$ cat src/rtl/iphp_pkg.sv
// package of constants for the parallel host port
package iphp_pkg;
  localparam logic [1:0] SEL_STATUS  = 2'h0;
  localparam logic [1:0] SEL_DATA    = 2'h1;
  localparam logic [1:0] SEL_OWNADDR = 2'h2;
  localparam logic [1:0] SEL_CONTROL = 2'h3;
  localparam logic [7:0] RST_STATUS  = 8'hF8;
  localparam logic [7:0] RST_TIMEOUT = 8'hFF;
  localparam logic [7:0] RST_DATA    = 8'h00;
  localparam logic [7:0] RST_OWNADDR = 8'h00;
  localparam logic [7:0] RST_CONTROL = 8'h00;
  localparam int         CON_AA      = 7;
  localparam int         CON_ENABLE  = 6;
  localparam int         CON_STA     = 5;
  localparam int         CON_STO     = 4;
  localparam int         CON_SI      = 3;
  localparam int         BUF_DEPTH   = 2;
endpackage

$ cat src/rtl/iphp_host_port.sv
// parallel host port: strobe sync, register file, write buffer, interrupt and line drivers
// Contract
// - write loads addressed register on rising strobe
// - read drives selected register while enabled
// - chip select high floats data bus
// - two address inputs select the register
// - eight-bit bidirectional data bus, bit0 LSB
// - interrupt is active-low open-drain pull-down
// - low reset clears registers and engine
// - scl and sda only driven low
// - bytewise transfers; engine does the sequencing
// - master and slave roles, multi-master tolerated
// - 00 status/timeout, 01 data, 10 address, 11 control
// - interrupt while si and enable both set
`timescale 1ns/10ps
module iphp_host_port #(
  parameter int W = 8
) (
  input  wire logic         clk,
  input  wire logic         rst,
  input  wire logic         chip_en_n,
  input  wire logic         rd_n,
  input  wire logic         wr_n,
  input  wire logic         reg_select_low,
  input  wire logic         reg_select_high,
  input  wire logic [W-1:0] host_data_in,
  output logic      [W-1:0] host_data_out,
  output logic              host_data_oe,
  input  wire logic         reset_pin_n,
  output logic              irq_n_oe,
  output logic              irq_n_out,
  input  wire logic         scl_in,
  output logic              scl_oe,
  output logic              scl_out,
  input  wire logic         sda_in,
  output logic              sda_oe,
  output logic              sda_out,
  // engine side
  output logic              eng_wr_valid,
  input  wire logic         eng_wr_ready,
  output logic      [1:0]   eng_wr_sel,
  output logic      [W-1:0] eng_wr_data,
  output logic              eng_rd_pulse,
  output logic      [1:0]   eng_rd_sel,
  input  wire logic [W-1:0] eng_status,
  input  wire logic [W-1:0] eng_rx_data,
  input  wire logic         eng_rx_load,
  input  wire logic         eng_si_set,
  input  wire logic         eng_sto_clr,
  input  wire logic         eng_scl_low,
  input  wire logic         eng_sda_low,
  output logic              eng_reset,
  output logic              eng_enable,
  output logic      [W-1:0] eng_timeout,
  output logic      [W-1:0] eng_ownaddr,
  output logic      [W-1:0] eng_control,
  output logic              scl_sync,
  output logic              sda_sync
);

  // ==========================================================
  // pin synchronisers
  logic         ce_s;
  logic         rd_s;
  logic         wr_s;
  logic         rs_s;
  logic         scl_s;
  logic         sda_s;
  logic [1:0]   sel_s;
  logic [W-1:0] din_s;
  logic         wr_act_q;
  logic         rd_act_q;

  // idle levels as reset values, so no false strobe edge follows reset
  iphp_sync2 #(
    .WIDTH   (1),
    .RST_VAL (1'b1)
  ) ce_sync_u (
    .clk     (clk),
    .rst     (rst),
    .d       (chip_en_n),
    .sync_q  (ce_s)
  );
  iphp_sync2 #(
    .WIDTH   (1),
    .RST_VAL (1'b1)
  ) rd_sync_u (
    .clk     (clk),
    .rst     (rst),
    .d       (rd_n),
    .sync_q  (rd_s)
  );
  iphp_sync2 #(
    .WIDTH   (1),
    .RST_VAL (1'b1)
  ) wr_sync_u (
    .clk     (clk),
    .rst     (rst),
    .d       (wr_n),
    .sync_q  (wr_s)
  );
  // reset pin reads as asserted until the pin is seen high twice
  iphp_sync2 #(
    .WIDTH   (1),
    .RST_VAL (1'b0)
  ) rs_sync_u (
    .clk     (clk),
    .rst     (rst),
    .d       (reset_pin_n),
    .sync_q  (rs_s)
  );
  iphp_sync2 #(
    .WIDTH   (1),
    .RST_VAL (1'b1)
  ) scl_sync_u (
    .clk     (clk),
    .rst     (rst),
    .d       (scl_in),
    .sync_q  (scl_s)
  );
  iphp_sync2 #(
    .WIDTH   (1),
    .RST_VAL (1'b1)
  ) sda_sync_u (
    .clk     (clk),
    .rst     (rst),
    .d       (sda_in),
    .sync_q  (sda_s)
  );
  iphp_sync2 #(
    .WIDTH   (2),
    .RST_VAL (2'h0)
  ) sel_sync_u (
    .clk     (clk),
    .rst     (rst),
    .d       ({reg_select_high, reg_select_low}),
    .sync_q  (sel_s)
  );
  // data takes the same two flops as the strobes, so both arrive aligned
  iphp_sync2 #(
    .WIDTH   (W),
    .RST_VAL ('0)
  ) din_sync_u (
    .clk     (clk),
    .rst     (rst),
    .d       (host_data_in),
    .sync_q  (din_s)
  );

  // ==========================================================
  // strobe decode
  wire       ce_act   = ~ce_s;
  wire       wr_low   = ce_act & ~wr_s;
  wire       rd_low   = ce_act & ~rd_s;
  wire [1:0] sel      = sel_s;
  // capture happens when the write strobe rises, ending an enabled write
  wire       wr_rise  = wr_act_q & ~wr_low;
  wire       rd_fall  = rd_low & ~rd_act_q;
  wire       core_rst = rst | ~rs_s;

  logic [1:0]   wsel_q;
  logic [W-1:0] wdat_q;

  // address and data held from the last enabled cycle of the strobe
  always_ff @(posedge clk) begin
    if (rst) begin
      wr_act_q <= 1'b0;
      rd_act_q <= 1'b0;
      wsel_q   <= 2'h0;
      wdat_q   <= '0;
    end else begin
      wr_act_q <= wr_low;
      rd_act_q <= rd_low;
      if (wr_low) begin
        wsel_q <= sel;
        wdat_q <= din_s;
      end
    end
  end

  // ==========================================================
  // two-entry write buffer toward the engine
  logic [W+1:0] buf_q [iphp_pkg::BUF_DEPTH];
  logic         wp_q;
  logic         rp_q;
  logic [1:0]   cnt_q;
  wire          buf_full  = (cnt_q == 2'(iphp_pkg::BUF_DEPTH));
  wire          buf_empty = (cnt_q == 2'h0);
  wire          push      = wr_rise & ~buf_full;
  wire          pop       = ~buf_empty & eng_wr_ready;

  // a write landing on a full buffer is dropped; host paces by byte
  always_ff @(posedge clk) begin
    if (core_rst) begin
      wp_q  <= 1'b0;
      rp_q  <= 1'b0;
      cnt_q <= 2'h0;
    end else begin
      if (push) begin
        buf_q[wp_q] <= {wsel_q, wdat_q};
        wp_q        <= ~wp_q;
      end
      if (pop) begin
        rp_q <= ~rp_q;
      end
      cnt_q <= cnt_q + 2'(push) - 2'(pop);
    end
  end

  wire [W+1:0] head = buf_q[rp_q];

  // ==========================================================
  // register file; engine writes see buffered host writes
  logic [W-1:0] tmo_q;
  logic [W-1:0] dat_q;
  logic [W-1:0] adr_q;
  logic [W-1:0] con_q;
  wire          hw   = pop;
  wire [1:0]    hsel = head[W+1:W];
  wire [W-1:0]  hdat = head[W-1:0];

  always_ff @(posedge clk) begin
    if (core_rst) begin
      tmo_q <= iphp_pkg::RST_TIMEOUT;
      dat_q <= iphp_pkg::RST_DATA;
      adr_q <= iphp_pkg::RST_OWNADDR;
      con_q <= iphp_pkg::RST_CONTROL;
    end else begin
      if (hw && hsel == iphp_pkg::SEL_STATUS) tmo_q <= hdat;
      if (eng_rx_load) dat_q <= eng_rx_data;
      else if (hw && hsel == iphp_pkg::SEL_DATA) dat_q <= hdat;
      if (hw && hsel == iphp_pkg::SEL_OWNADDR) adr_q <= hdat;
      if (hw && hsel == iphp_pkg::SEL_CONTROL) con_q <= hdat;
      // hardware set of si wins over a host clear in the same cycle
      if (eng_si_set) con_q[iphp_pkg::CON_SI] <= 1'b1;
      if (eng_sto_clr) con_q[iphp_pkg::CON_STO] <= 1'b0;
    end
  end

  wire [W-1:0] rd_mux =
      (sel == iphp_pkg::SEL_STATUS)  ? eng_status :
      (sel == iphp_pkg::SEL_DATA)    ? dat_q :
      (sel == iphp_pkg::SEL_OWNADDR) ? adr_q : con_q;

  wire irq_on = con_q[iphp_pkg::CON_SI] & con_q[iphp_pkg::CON_ENABLE];
  wire en     = con_q[iphp_pkg::CON_ENABLE];

  // ==========================================================
  // registered outputs
  always_ff @(posedge clk) begin
    if (rst) begin
      host_data_out <= '0;
      host_data_oe  <= 1'b0;
      irq_n_oe      <= 1'b0;
      irq_n_out     <= 1'b0;
      scl_oe        <= 1'b0;
      scl_out       <= 1'b0;
      sda_oe        <= 1'b0;
      sda_out       <= 1'b0;
      eng_wr_valid  <= 1'b0;
      eng_wr_sel    <= 2'h0;
      eng_wr_data   <= '0;
      eng_rd_pulse  <= 1'b0;
      eng_rd_sel    <= 2'h0;
      eng_reset     <= 1'b1;
      eng_enable    <= 1'b0;
      eng_timeout   <= iphp_pkg::RST_TIMEOUT;
      eng_ownaddr   <= iphp_pkg::RST_OWNADDR;
      eng_control   <= iphp_pkg::RST_CONTROL;
      scl_sync      <= 1'b1;
      sda_sync      <= 1'b1;
    end else begin
      host_data_out <= rd_mux;
      host_data_oe  <= rd_low;
      irq_n_oe      <= irq_on & ~core_rst;
      irq_n_out     <= 1'b0;
      // lines only pulled low; released lines are sampled by the engine
      scl_oe        <= en & eng_scl_low & ~core_rst;
      scl_out       <= 1'b0;
      sda_oe        <= en & eng_sda_low & ~core_rst;
      sda_out       <= 1'b0;
      eng_wr_valid  <= pop;
      eng_wr_sel    <= hsel;
      eng_wr_data   <= hdat;
      eng_rd_pulse  <= rd_fall;
      eng_rd_sel    <= sel;
      eng_reset     <= core_rst;
      eng_enable    <= en;
      eng_timeout   <= tmo_q;
      eng_ownaddr   <= adr_q;
      eng_control   <= con_q;
      // inputs ignored while disabled
      scl_sync      <= scl_s | ~en;
      sda_sync      <= sda_s | ~en;
    end
  end

endmodule // iphp_host_port

// ==========================================================
// two-flop synchroniser; only the second flop is read outside
module iphp_sync2 #(
  parameter int               WIDTH   = 1,
  parameter logic [WIDTH-1:0] RST_VAL = '0
) (
  input  wire logic             clk,
  input  wire logic             rst,
  input  wire logic [WIDTH-1:0] d,
  output logic      [WIDTH-1:0] sync_q
);

  logic [WIDTH-1:0] meta_q;

  always_ff @(posedge clk) begin
    if (rst) begin
      meta_q <= RST_VAL;
      sync_q <= RST_VAL;
    end else begin
      meta_q <= d;
      sync_q <= meta_q;
    end
  end

endmodule // iphp_sync2

$ cat config.mk
export PLATFORM = sky130hd
export DESIGN_NAME = iphp_host_port
export DESIGN_NICKNAME = d
export VERILOG_FILES = /design/src/rtl/iphp_pkg.sv /design/src/rtl/iphp_host_port.sv
export SDC_FILE = /design/constraint.sdc
export NUM_CORES = 1
export LEC_CHECK = 0
export ABC_AREA = 1
export BUFFER_PORTS_ARGS = -buffer_cell sky130_fd_sc_hd__buf_2
export CORE_AREA = 2 2 112 114
export CTS_CLUSTER_DIAMETER = 120
export DETAILED_ROUTE_END_ITERATION = 8
export DIE_AREA = 0 0 114 116
export GPL_TIMING_DRIVEN = 0
export PLACE_DENSITY_LB_ADDON = 0.3
export SLEW_MARGIN = 20
export SYNTH_ARGS = -nofsm -noshare
export SYNTH_HDL_FRONTEND = slang
export SYNTH_SLANG_ARGS = --single-unit
$ cat constraint.sdc
create_clock -name clk -period 4.3 [get_ports clk]
set_input_delay 0.215 -clock clk [delete_from_list [all_inputs] [get_ports clk]]
set_output_delay 0.215 -clock clk [all_outputs]
set_load 0.005 [all_outputs]
==> qor.yml, run 1 <==
run_status:
  run_status: "completed"
global_routing:
  grt_pass1_vias: 3771
  grt_usage_pct: 17.7
  gr-total-overflow: 0
  antenna_found_initial: 0
  grt_pass1_wl_um: 17600
  grt_max_degree: 17
worst_setup_path:
  crit_type: "flip-flop to flip-flop"
  arrival_ps: 1920
  crit_top_cell: "nor2_1"
  crit_chain: "nor2_1 > inv_1 > buf_2 > nand3_1 > nor2_1"
  critPathLaunchType: "flip-flop"
  crit_buf_inv: 2
  crit_required_ps: 4350
  cpLargestDelayFamily: "simple AND/OR/NAND/NOR gates"
  cp_slowest_cell: "nor2_1"
  crit_start: "ce_sync_u.sync_q$_SDFF_PP1_"
  regToRegStartpoint: "ce_sync_u.sync_q$_SDFF_PP1_"
  critPathCaptureType: "flip-flop"
  path_depth: 5
  r2r_slack_ps: 2430
  cp_max_fo: 10
  r2r_cells: 5
  max_stage_delay_ps: 650
  r2r_end: "buf_q[0][1]$_DFFE_PP_"
run:
  maxCapViolCount: 0
placed_design:
  dp_hpwl_um: 8180
  gp_congestion: 0.837
  dp_cells: 832
  port_buffers: 91
sta:
  finalCritPeriodShare_pct: 43.6
  min_period_ps: 1870
  slew_violations: 0
  finalSetupTns_ps: 0
  worst_pin_slew_ps: 832
  report.final.setup_viol: 0
  clock_skew_ps: 11.1
  hold_violations: 0
  relSlewSlack_pct: 44.3
  rsz0062_at_grt: "false"
  max_freq_mhz: 533
die:
  core_area_um2: 11900
  die_w_um: 114
  die_y_um: 116
  die_area_um2: 13200
  pin_count: 97
  start_util_pct: 44.7
  rows: 40
synthesis:
  synth-edff-count: 20
  yosysWarningCount: 0
  synth_ff_type: "dfxtp_1"
  async_reset_ff_share_pct: 0
  synth_top_cell_by_area: "dfxtp_1"
  yosysSeqAreaShare_pct: 61.3
  syn_inst: 592
  synth_top_area_share_pct: 50.0
  synth.area.top_cells: "dfxtp_1 50%, edfxtp_1 11%, nand2_1 7.9%"
  synthDistinctLibCells: 34
  syn_area_um2: 5320
  syn_area_per_cell_um2: 8.99
  ys_ff_latch: 153
clocking:
  clkTransAtPathRegs_ps: 60
  clockRootBuffer: "clkbuf_16"
  post-cts-setup-buffers: 0
  cts_sinks: 153
  cts_hold_buf: 16
  cts_resized: 0
  tritoncts: "yes"
  htreeDepth: 4
  cts_made_buffers: 17
  cts.path.max_buffers: 2
  clk_latency_ps: 420
power:
  total_leakage_power_nw: 3.06
  powerDensity_nw_per_um2: 461
  total_power_mw: 3.11
  ir_drop_uv: 246
cells_and_area:
  syn_to_final_growth_pct: 26.7
  layout-drive-gt1-share_pct: 24.7
  num-nets-final: 762
  stdcell_count: 880
  diodes: 0
  fill_cells: 1070
  fin_util_pct: 56.6
min_path:
  hold_path_class: "input port to flip-flop"
  holdPathEnd: "sda_oe$_SDFF_PP0_"
  min_path_cells: 3
  hp-start: "eng_sda_low"
routing:
  drtPass1Iterations: 4
  routed-wl-met3_um: 610
  wire_per_inst_um: 12.8
  wl_um: 11300
  wl_met1_um: 4750
  top_layer_used: "met4"
  wl_met2_um: 5730
  vias: 4035
  postRouteAntennaNets: 0
  drc_errors: 0
  vias_per_cell: 4.59
  dr.first_iter.drc_count: 243
flip-flops by register name, indices dropped and copies added (netlist names), 8 cells and up, named ones only:
signal and flops:
buf_q 20, adr_q 8, con_q 8, dat_q 8, din_sync_u.meta_q 8, din_sync_u.sync_q 8
eng_control 8, eng_ownaddr 8, eng_timeout 8, eng_wr_data 8, host_data_out 8, tmo_q 8
wdat_q 8
per-stage QoR:
step / worst slack (ps) / hold slack, ps / cell area (µm²)
3_3_place_gp: 1880 / 391 / 5970
6_report: 2430 / 28.4 / 6750
3_5_place_dp: 2230 / 392 / 5980
5_1_grt: 2230 / 31.7 / 6750
4_1_cts: 2400 / 13.6 / 6750
2_1_floorplan: 2400 / 319 / 5330
cell usage after synthesis, drive strengths merged, types with 5 or more instances:
cell type  instances
edfxtp            20
a21oi             36
inv               66
nand3             20
nor3               5
o21ai             42
or2               19
clkbuf             5
dfxtp            133
nand2            119
buf               26
nor2              88
layer usage:
metal / vias up / GRT usage [%]
met5: - / 0
met4: 0 / 7.48
met3: 16 / 4.60
met2: 114 / 32.6
met1: 1811 / 19.2
li1: 2094 / -
kinds of logic after synthesis:
| group | count (synthesis) | synth area share (%) |
|---|---|---|
| AO/OA/AOI/OAI | 80 | 7.61 |
| buffers and inverters | 99 | 8.74 |
| adder cells (fa/ha/maj) | 2 | 0.470 |
| AND/OR/NAND/NOR | 256 | 21.6 |
| other | 1 | 0.0704 |
| XOR/XNOR | 1 | 0.165 |
| flip-flops | 153 | 61.3 |
where the power goes:
| group | internal (mW) | switching (mW) | leakage, nW | total [mW] |
|---|---|---|---|---|
| combinational | 0.0490 | 0.0567 | 1.48 | 0.106 |
| sequential | 1.47 | 0.00690 | 1.29 | 1.48 |
| clock | 0.965 | 0.563 | 0.288 | 1.53 |
| total | 2.48 | 0.627 | 3.06 | 3.11 |
how the worst max path moves through the flow:
stage / slack, ps / endpoint
6_report: 2430 / buf_q[0][1]$_DFFE_PP_
2_1_floorplan: 2400 / buf_q[1][0]$_DFFE_PP_
4_1_cts: 2400 / buf_q[0][1]$_DFFE_PP_
3_5_place_dp: 2230 / buf_q[1][0]$_DFFE_PP_
5_1_grt: 2230 / buf_q[0][1]$_DFFE_PP_
3_3_place_gp: 1880 / buf_q[1][0]$_DFFE_PP_
worst reg2reg max path: stages, from the launching register on:
cell and delay, ps:
dfxtp_1 360, nor2_1 100, inv_1 70, buf_2 200, nand3_1 120, nor2_1 650
cell type report:
class	count	area, µm²	area share, %
multi-input cells	342	1610	23.8
flip-flops and latches	153	3260	48.4
inverters	68	256	3.80
clock inverters	13	178	2.63
clock buffers	19	433	6.42
repair buffers	107	616	9.12
well taps	147	184	2.73
plain buffers	31	209	3.10
placed cells by master, fill, tap and decap left out, drive strengths merged:
cell | synthesis | layout
bufinv | 0 | 4
or2 | 19 | 19
buf | 26 | 117
clkinvlp | 0 | 3
dfxtp | 133 | 133
conb | 1 | 3
inv | 66 | 66
o21a | 1 | 1
clkinv | 2 | 8
ha | 2 | 2
nand3 | 20 | 20
nor4 | 1 | 1
nand2 | 119 | 119
nor2 | 88 | 88
o211ai | 1 | 1
o21ai | 42 | 42
clkbuf | 5 | 24
nor3 | 5 | 5
nand4 | 4 | 4
edfxtp | 20 | 20
a21oi | 36 | 36
xnor2 | 1 | 1
dlygate4sd3 | 0 | 16
Power figures use the tool's default switching activity.
==> run 2, diff against run 1 <==
==> constraint.sdc (replaced) <==
create_clock -name clk -period 1.6 [get_ports clk]
set_input_delay 0.08 -clock clk [delete_from_list [all_inputs] [get_ports clk]]
set_output_delay 0.08 -clock clk [all_outputs]
set_load 0.005 [all_outputs]
==> qor.yml, run 2 (synthesized netlist as in run 1, its figures left out) <==
run_status:
  run_status: "completed"
sta:
  relSlewSlack_pct: 60.3  # +16 points
  rsz0062_at_grt: "true"
  slew_violations: 0  # unchanged
  min_period_ps: 1550  # -324 ps
  max_freq_mhz: 645  # +21%
  finalCritPeriodShare_pct: 96.9  # +53 points
  clock_skew_ps: 6.99  # -4.16 ps
  worst_pin_slew_ps: 596  # -237 ps
  hold_violations: 0  # unchanged
  report.final.setup_viol: 0  # unchanged
  finalSetupTns_ps: 0  # unchanged
clocking:
  tritoncts: "yes"
  cts.path.max_buffers: 2  # unchanged
  cts_sinks: 153  # unchanged
  clockRootBuffer: "clkbuf_16"
  cts_made_buffers: 17  # unchanged
  clkTransAtPathRegs_ps: 60  # about the same
  clk_latency_ps: 420  # about the same
  htreeDepth: 4  # unchanged
global_routing:
  antenna_found_initial: 0  # unchanged
  grt_pass1_wl_um: 18100  # +2.9%
  grt_usage_pct: 18.1  # +0.44 points
  grt_max_degree: 17  # unchanged
  gr-total-overflow: 0  # unchanged
  grt_pass1_vias: 3814  # +1.1%
die:
  pin_count: 97  # unchanged
  die_w_um: 114  # unchanged
  start_util_pct: 44.7  # unchanged
  die_area_um2: 13200  # unchanged
  core_area_um2: 11900  # unchanged
  die_y_um: 116  # unchanged
  rows: 40  # unchanged
cells_and_area:
  largest_reg_flops: 20  # unchanged
  diodes: 0  # unchanged
  regMostFlops: "buf_q"
  mostFrequentLayoutCells: "130 x dfxtp_1, 111 x nand2_1, 100 x buf_2, 83 x nor2_1, 62 x inv_1"
  final_common_cell: "dfxtp_1"
  fin_util_pct: 59.3  # +2.6 points
  layout-drive-gt1-share_pct: 26.7  # +2.0 points
  syn_to_final_growth_pct: 32.6
  num-nets-final: 783  # +2.8%
routing:
  wire_per_inst_um: 13.0  # +1.3%
  drtPass1Iterations: 4  # unchanged
  postRouteAntennaNets: 0  # unchanged
  vias_per_cell: 4.58  # about the same
  dr.first_iter.drc_count: 177  # -27%
  drc_errors: 0  # unchanged
  wl_um: 11700  # +3.8%
  vias: 4128  # +2.3%
worst_setup_path:
  critPathCaptureType: "flip-flop"
  max_stage_delay_ps: 360  # -290 ps
  crit_top_cell: "inv_1"
  crit_type: "flip-flop to flip-flop"
  cpLargestDelayFamily: "adder cells"
  crit_required_ps: 1940  # -2410 ps
  arrival_ps: 1890  # -30 ps
  crit_chain: "inv_1 > o21a_1 > nand2_2 > ha_4 > inv_1 > ha_2 > or2_4 > a21oi_2"
  cp_max_fo: 3  # -7
  crit_buf_inv: 2  # unchanged
  cp_slowest_cell: "dfxtp_4"
  critPathLaunchType: "flip-flop"
power:
  powerDensity_nw_per_um2: 1240  # +170%
  ir_drop_uv: 607  # +150%
  total_leakage_power_nw: 3.21  # +4.9%
placed_design:
  dp_hpwl_um: 8200  # +0.24%
  port_buffers: 91  # unchanged
  gp_congestion: 0.830  # -0.87%
run:
  maxCapViolCount: 0  # unchanged
min_path:
  hold_path_class: "input port to flip-flop"
## run 2: changes by cell type in the layout (fill, tap and decap cells not counted), moves of 2 or more
cell and change:
dfxtp_1 -3, bufinv_16 +2, clkinvlp_4 -2, nor2_1 -2
dfxtp_2 +2, dlygate4sd3_1 +13, ha_1 -2, clkbuf_1 -2
nor2_4 +3, inv_6 +3, buf_4 +8
## run 2: final cells by class
class                   count  area [µm²]
fillers                  1053        4850
flip-flops and latches    153        3270
multi-input cells         342        1660
repair buffers            129         826
clock buffers              17         425
inverters                  68         256
clock inverters            15         245
plain buffers              30         194
well taps                 147         184
## run 2: worst reg2reg max path: cells and delay by family (launching register included)
kind                       cells  cell delay [ps]
adders and majority gates      2              430
and+or+nand+nor                2              350
buffers and inverters          2               80
DFF                            1              360
AOI/OAI and AO/OA              2              260
## run 2: per-layer routing
metal,vias to the layer above,track usage (%),part of all wire [%]
met2,111,32.8,52
met3,14,4.55,4.7
met5,-,0,0
li1,2137,-,-
met4,0,6.67,1.5
met1,1866,20.7,42
## run 2: repair_timing
item	CTS	global route
setup endpoints to repair	21	23
endpoints found under the hold margin	29	0
hold buffers	29	0
pin swaps	1	5
gates resized for setup	7	9
setup buffers	1	8
## run 2: final timing paths
check,start,slack (ps),to,cells after the start
setup reg to reg,cnt_q[1]$_SDFF_PN0_,50,cnt_q[1]$_SDFF_PN0_,8
setup / recovery,cnt_q[1]$_SDFF_PN0_,50,cnt_q[1]$_SDFF_PN0_,8
hold / removal,eng_rx_data[0],20,dat_q[0]$_SDFFE_PN0P_,5
hold reg to reg,sel_sync_u.meta_q[0]$_SDFF_PP0_,400,sel_sync_u.sync_q[0]$_SDFF_PP0_,2
## run 2: stage by stage
step	area (µm²)	cells	setup WS (ps)	hold WS, ps	total power [mW]
5_1_grt	7060	901	-29.6	19.4	9.01
3_5_place_dp	5980	832	-321	266	4.31
6_report	7060	901	49.7	22.8	8.75
2_1_floorplan	5340	594	11.6	184	4.19
3_3_place_gp	5980	832	-258	265	4.30
4_1_cts	6970	894	-50.9	8.63	8.80
## run 2: report_power, final
group / switching [mW] / total [mW] / internal [mW]
clock: 1.54 / 4.47 / 2.93
sequential: 0.0196 / 3.96 / 3.95
combinational: 0.162 / 0.316 / 0.153
total: 1.72 / 8.75 / 7.03
==> run 3, diff against run 2 <==
--- a/config.mk
+++ b/config.mk
@@ -12,7 +12,7 @@
 export DETAILED_ROUTE_END_ITERATION = 8
 export DIE_AREA = 0 0 114 116
 export GPL_TIMING_DRIVEN = 0
-export PLACE_DENSITY_LB_ADDON = 0.3
+export PLACE_DENSITY = 0.69
 export SLEW_MARGIN = 20
 export SYNTH_ARGS = -nofsm -noshare
 export SYNTH_HDL_FRONTEND = slang
==> qor.yml, run 3 (synthesized netlist as in run 1, its figures left out) <==
die:
  die_area_um2: 13200  # unchanged
  die_y_um: 116  # unchanged
  core_area_um2: 11900  # unchanged
  rows: 40  # unchanged
  start_util_pct: 44.7  # unchanged
  pin_count: 97  # unchanged
  die_w_um: 114  # unchanged
global_routing:
  grt_usage_pct: 17.9  # -0.18 points
  grt_max_degree: 17  # unchanged
  grt_pass1_vias: 3830  # +0.42%
  antenna_found_initial: 0  # unchanged
  grt_pass1_wl_um: 18000  # -0.91%
  gr-total-overflow: 0  # unchanged
worst_setup_path:
  crit_start: "cnt_q[1]$_SDFF_PN0_"
  crit_type: "flip-flop to flip-flop"
  crit_chain: "inv_1 > o21a_1 > nand2_2 > ha_4 > inv_1 > ha_2 > or2_4 > a21oi_2"
  critPathLaunchType: "flip-flop"
  critPathCaptureType: "flip-flop"
  r2r_cells: 8  # unchanged
  arrival_ps: 1850  # -40 ps
  crit_buf_inv: 2  # unchanged
  cp_max_fo: 3  # unchanged
  crit_required_ps: 1930  # about the same
  r2r_slack_ps: 80  # +30 ps
  cpLargestDelayFamily: "adder cells"
  max_stage_delay_ps: 360  # about the same
  crit_top_cell: "inv_1"
  r2r_end: "cnt_q[1]$_SDFF_PN0_"
  cp_slowest_cell: "dfxtp_4"
  regToRegStartpoint: "cnt_q[1]$_SDFF_PN0_"
sta:
  relSlewSlack_pct: 60.3  # about the same
  clock_skew_ps: 10.5  # +3.48 ps
  finalCritPeriodShare_pct: 94.9  # -2.0 points
  whs_ps: 6.59  # -16.2 ps
  hold_violations: 0  # unchanged
  report.final.setup_viol: 0  # unchanged
  worst_pin_slew_ps: 596  # +0.138 ps
  slew_violations: 0  # unchanged
  min_period_ps: 1520  # -32.5 ps
  fin_ws_ps: 82.2  # +32.5 ps
  max_freq_mhz: 659  # +2.1%
routing:
  dr.first_iter.drc_count: 224  # +27%
  routed-wl-met3_um: 688  # +26%
  wl_um: 11600  # -0.60%
  vias_per_cell: 4.61  # +0.56%
  wl_met2_um: 6020  # -0.43%
  wl_met1_um: 4750  # -4.0%
  postRouteAntennaNets: 0  # unchanged
  vias: 4128  # unchanged
  wire_per_inst_um: 13.0  # about the same
  drc_errors: 0  # unchanged
  drtPass1Iterations: 4  # unchanged
  top_layer_used: "met4"
min_path:
  holdPathEnd: "con_q[3]$_SDFFE_PN0P_"
  min_path_cells: 5  # unchanged
  hp-start: "eng_si_set"
  hold_path_class: "input port to flip-flop"
cells_and_area:
  syn_to_final_growth_pct: 31.1
  largest_reg_flops: 20  # unchanged
  final_common_cell: "dfxtp_1"
  mostFrequentLayoutCells: "130 x dfxtp_1, 111 x nand2_1, 100 x buf_2, 83 x nor2_1, 62 x inv_1"
  diodes: 0  # unchanged
  regMostFlops: "buf_q"
  layout-drive-gt1-share_pct: 26.3  # -0.36 points
  num-nets-final: 778  # -0.64%
clocking:
  cts_made_buffers: 17  # unchanged
  clockRootBuffer: "clkbuf_16"
  clkTransAtPathRegs_ps: 60  # about the same
  cts_sinks: 153  # unchanged
  clk_latency_ps: 410  # about the same
  tritoncts: "yes"
  htreeDepth: 4  # unchanged
  cts.path.max_buffers: 2  # unchanged
placed_design:
  port_buffers: 91  # unchanged
  gp_congestion: 0.850  # +2.3%
  place_ws_ps: -295  # +25.5 ps
  dp_hpwl_um: 8220  # +0.20%
power:
  total_power_mw: 8.50  # -2.9%
  powerDensity_nw_per_um2: 1220  # -1.8%
  ir_drop_uv: 676  # +11%
  total_leakage_power_nw: 3.18  # -1.1%
run_status:
  run_status: "completed"
run:
  maxCapViolCount: 0  # unchanged
-- run 3: cell count changes in the layout (fill, tap and decap cells not counted), sizes merged --
cell	previous run	this run
clkbuf	22	24
clkinvlp	1	0
dlygate4sd3	29	28
buf	125	121
inv	69	70
bufinv	6	4
-- run 3: stage by stage --
| step | std cells | util (%) | cell area, µm² | setup TNS, ps |
|---|---|---|---|---|
| floorplan | 594 | - | 5340 | 0 |
| global placement | 832 | 50.2 | 5980 | -5050 |
| detailed placement | 832 | 50.2 | 5980 | -5630 |
| CTS | 895 | 58.4 | 6950 | 0 |
| global route | 896 | 58.6 | 6980 | -24.4 |
| finish | 896 | 58.6 | 6980 | 0 |
-- run 3: metal layers --
layer / track usage, % / vias up
met2: 32.8 / 117
li1: - / 2130
met5: 0 / -
met1: 20.0 / 1867
met4: 6.18 / 0
met3: 5.18 / 14
-- run 3: cell type report --
| type | count | area (µm²) |
|---|---|---|
| multi-input cells | 342 | 1660 |
| flip-flops and latches | 153 | 3270 |
| clock buffers | 19 | 443 |
| well taps | 147 | 184 |
| inverters | 68 | 256 |
| clock inverters | 13 | 189 |
| plain buffers | 30 | 194 |
| repair buffers | 124 | 786 |
| fillers | 1010 | 4930 |
-- run 3: worst max path at each step --
| stage | to | slack [ps] | cells past startpoint |
|---|---|---|---|
| after CTS | cnt_q[1]$_SDFF_PN0_ | 20 | 8 |
| after global routing | buf_q[0][6]$_DFFE_PP_ | -9 | 5 |
| final | cnt_q[1]$_SDFF_PN0_ | 80 | 8 |
| after global placement | buf_q[0][1]$_DFFE_PP_ | -260 | 5 |
| after detailed placement | buf_q[0][0]$_DFFE_PP_ | -300 | 5 |
| after floorplan | cnt_q[1]$_SDFF_PN0_ | 10 | 8 |
-- run 3: timing repair --
| item | 4_1_cts | 5_1_grt |
|---|---|---|
| resized for setup | 12 | 3 |
| hold buffers | 28 | 0 |
| setup buffers | 4 | 1 |
| hold endpoints to repair | 28 | 0 |
| pin swaps | 5 | 4 |
| endpoints found under the setup margin | 21 | 21 |
-- run 3: worst min-delay path: stages --
cell and delay [ps]:
buf_2 70, inv_1 40, nand3_1 70, nand2_1 50, inv_1 60
-- run 3: where the power goes --
group	leakage, nW	switching (mW)	internal [mW]
Clock	0.313	1.55	2.67
Combinational	1.57	0.160	0.152
Sequential	1.29	0.0204	3.94
Total	3.18	1.73	6.77
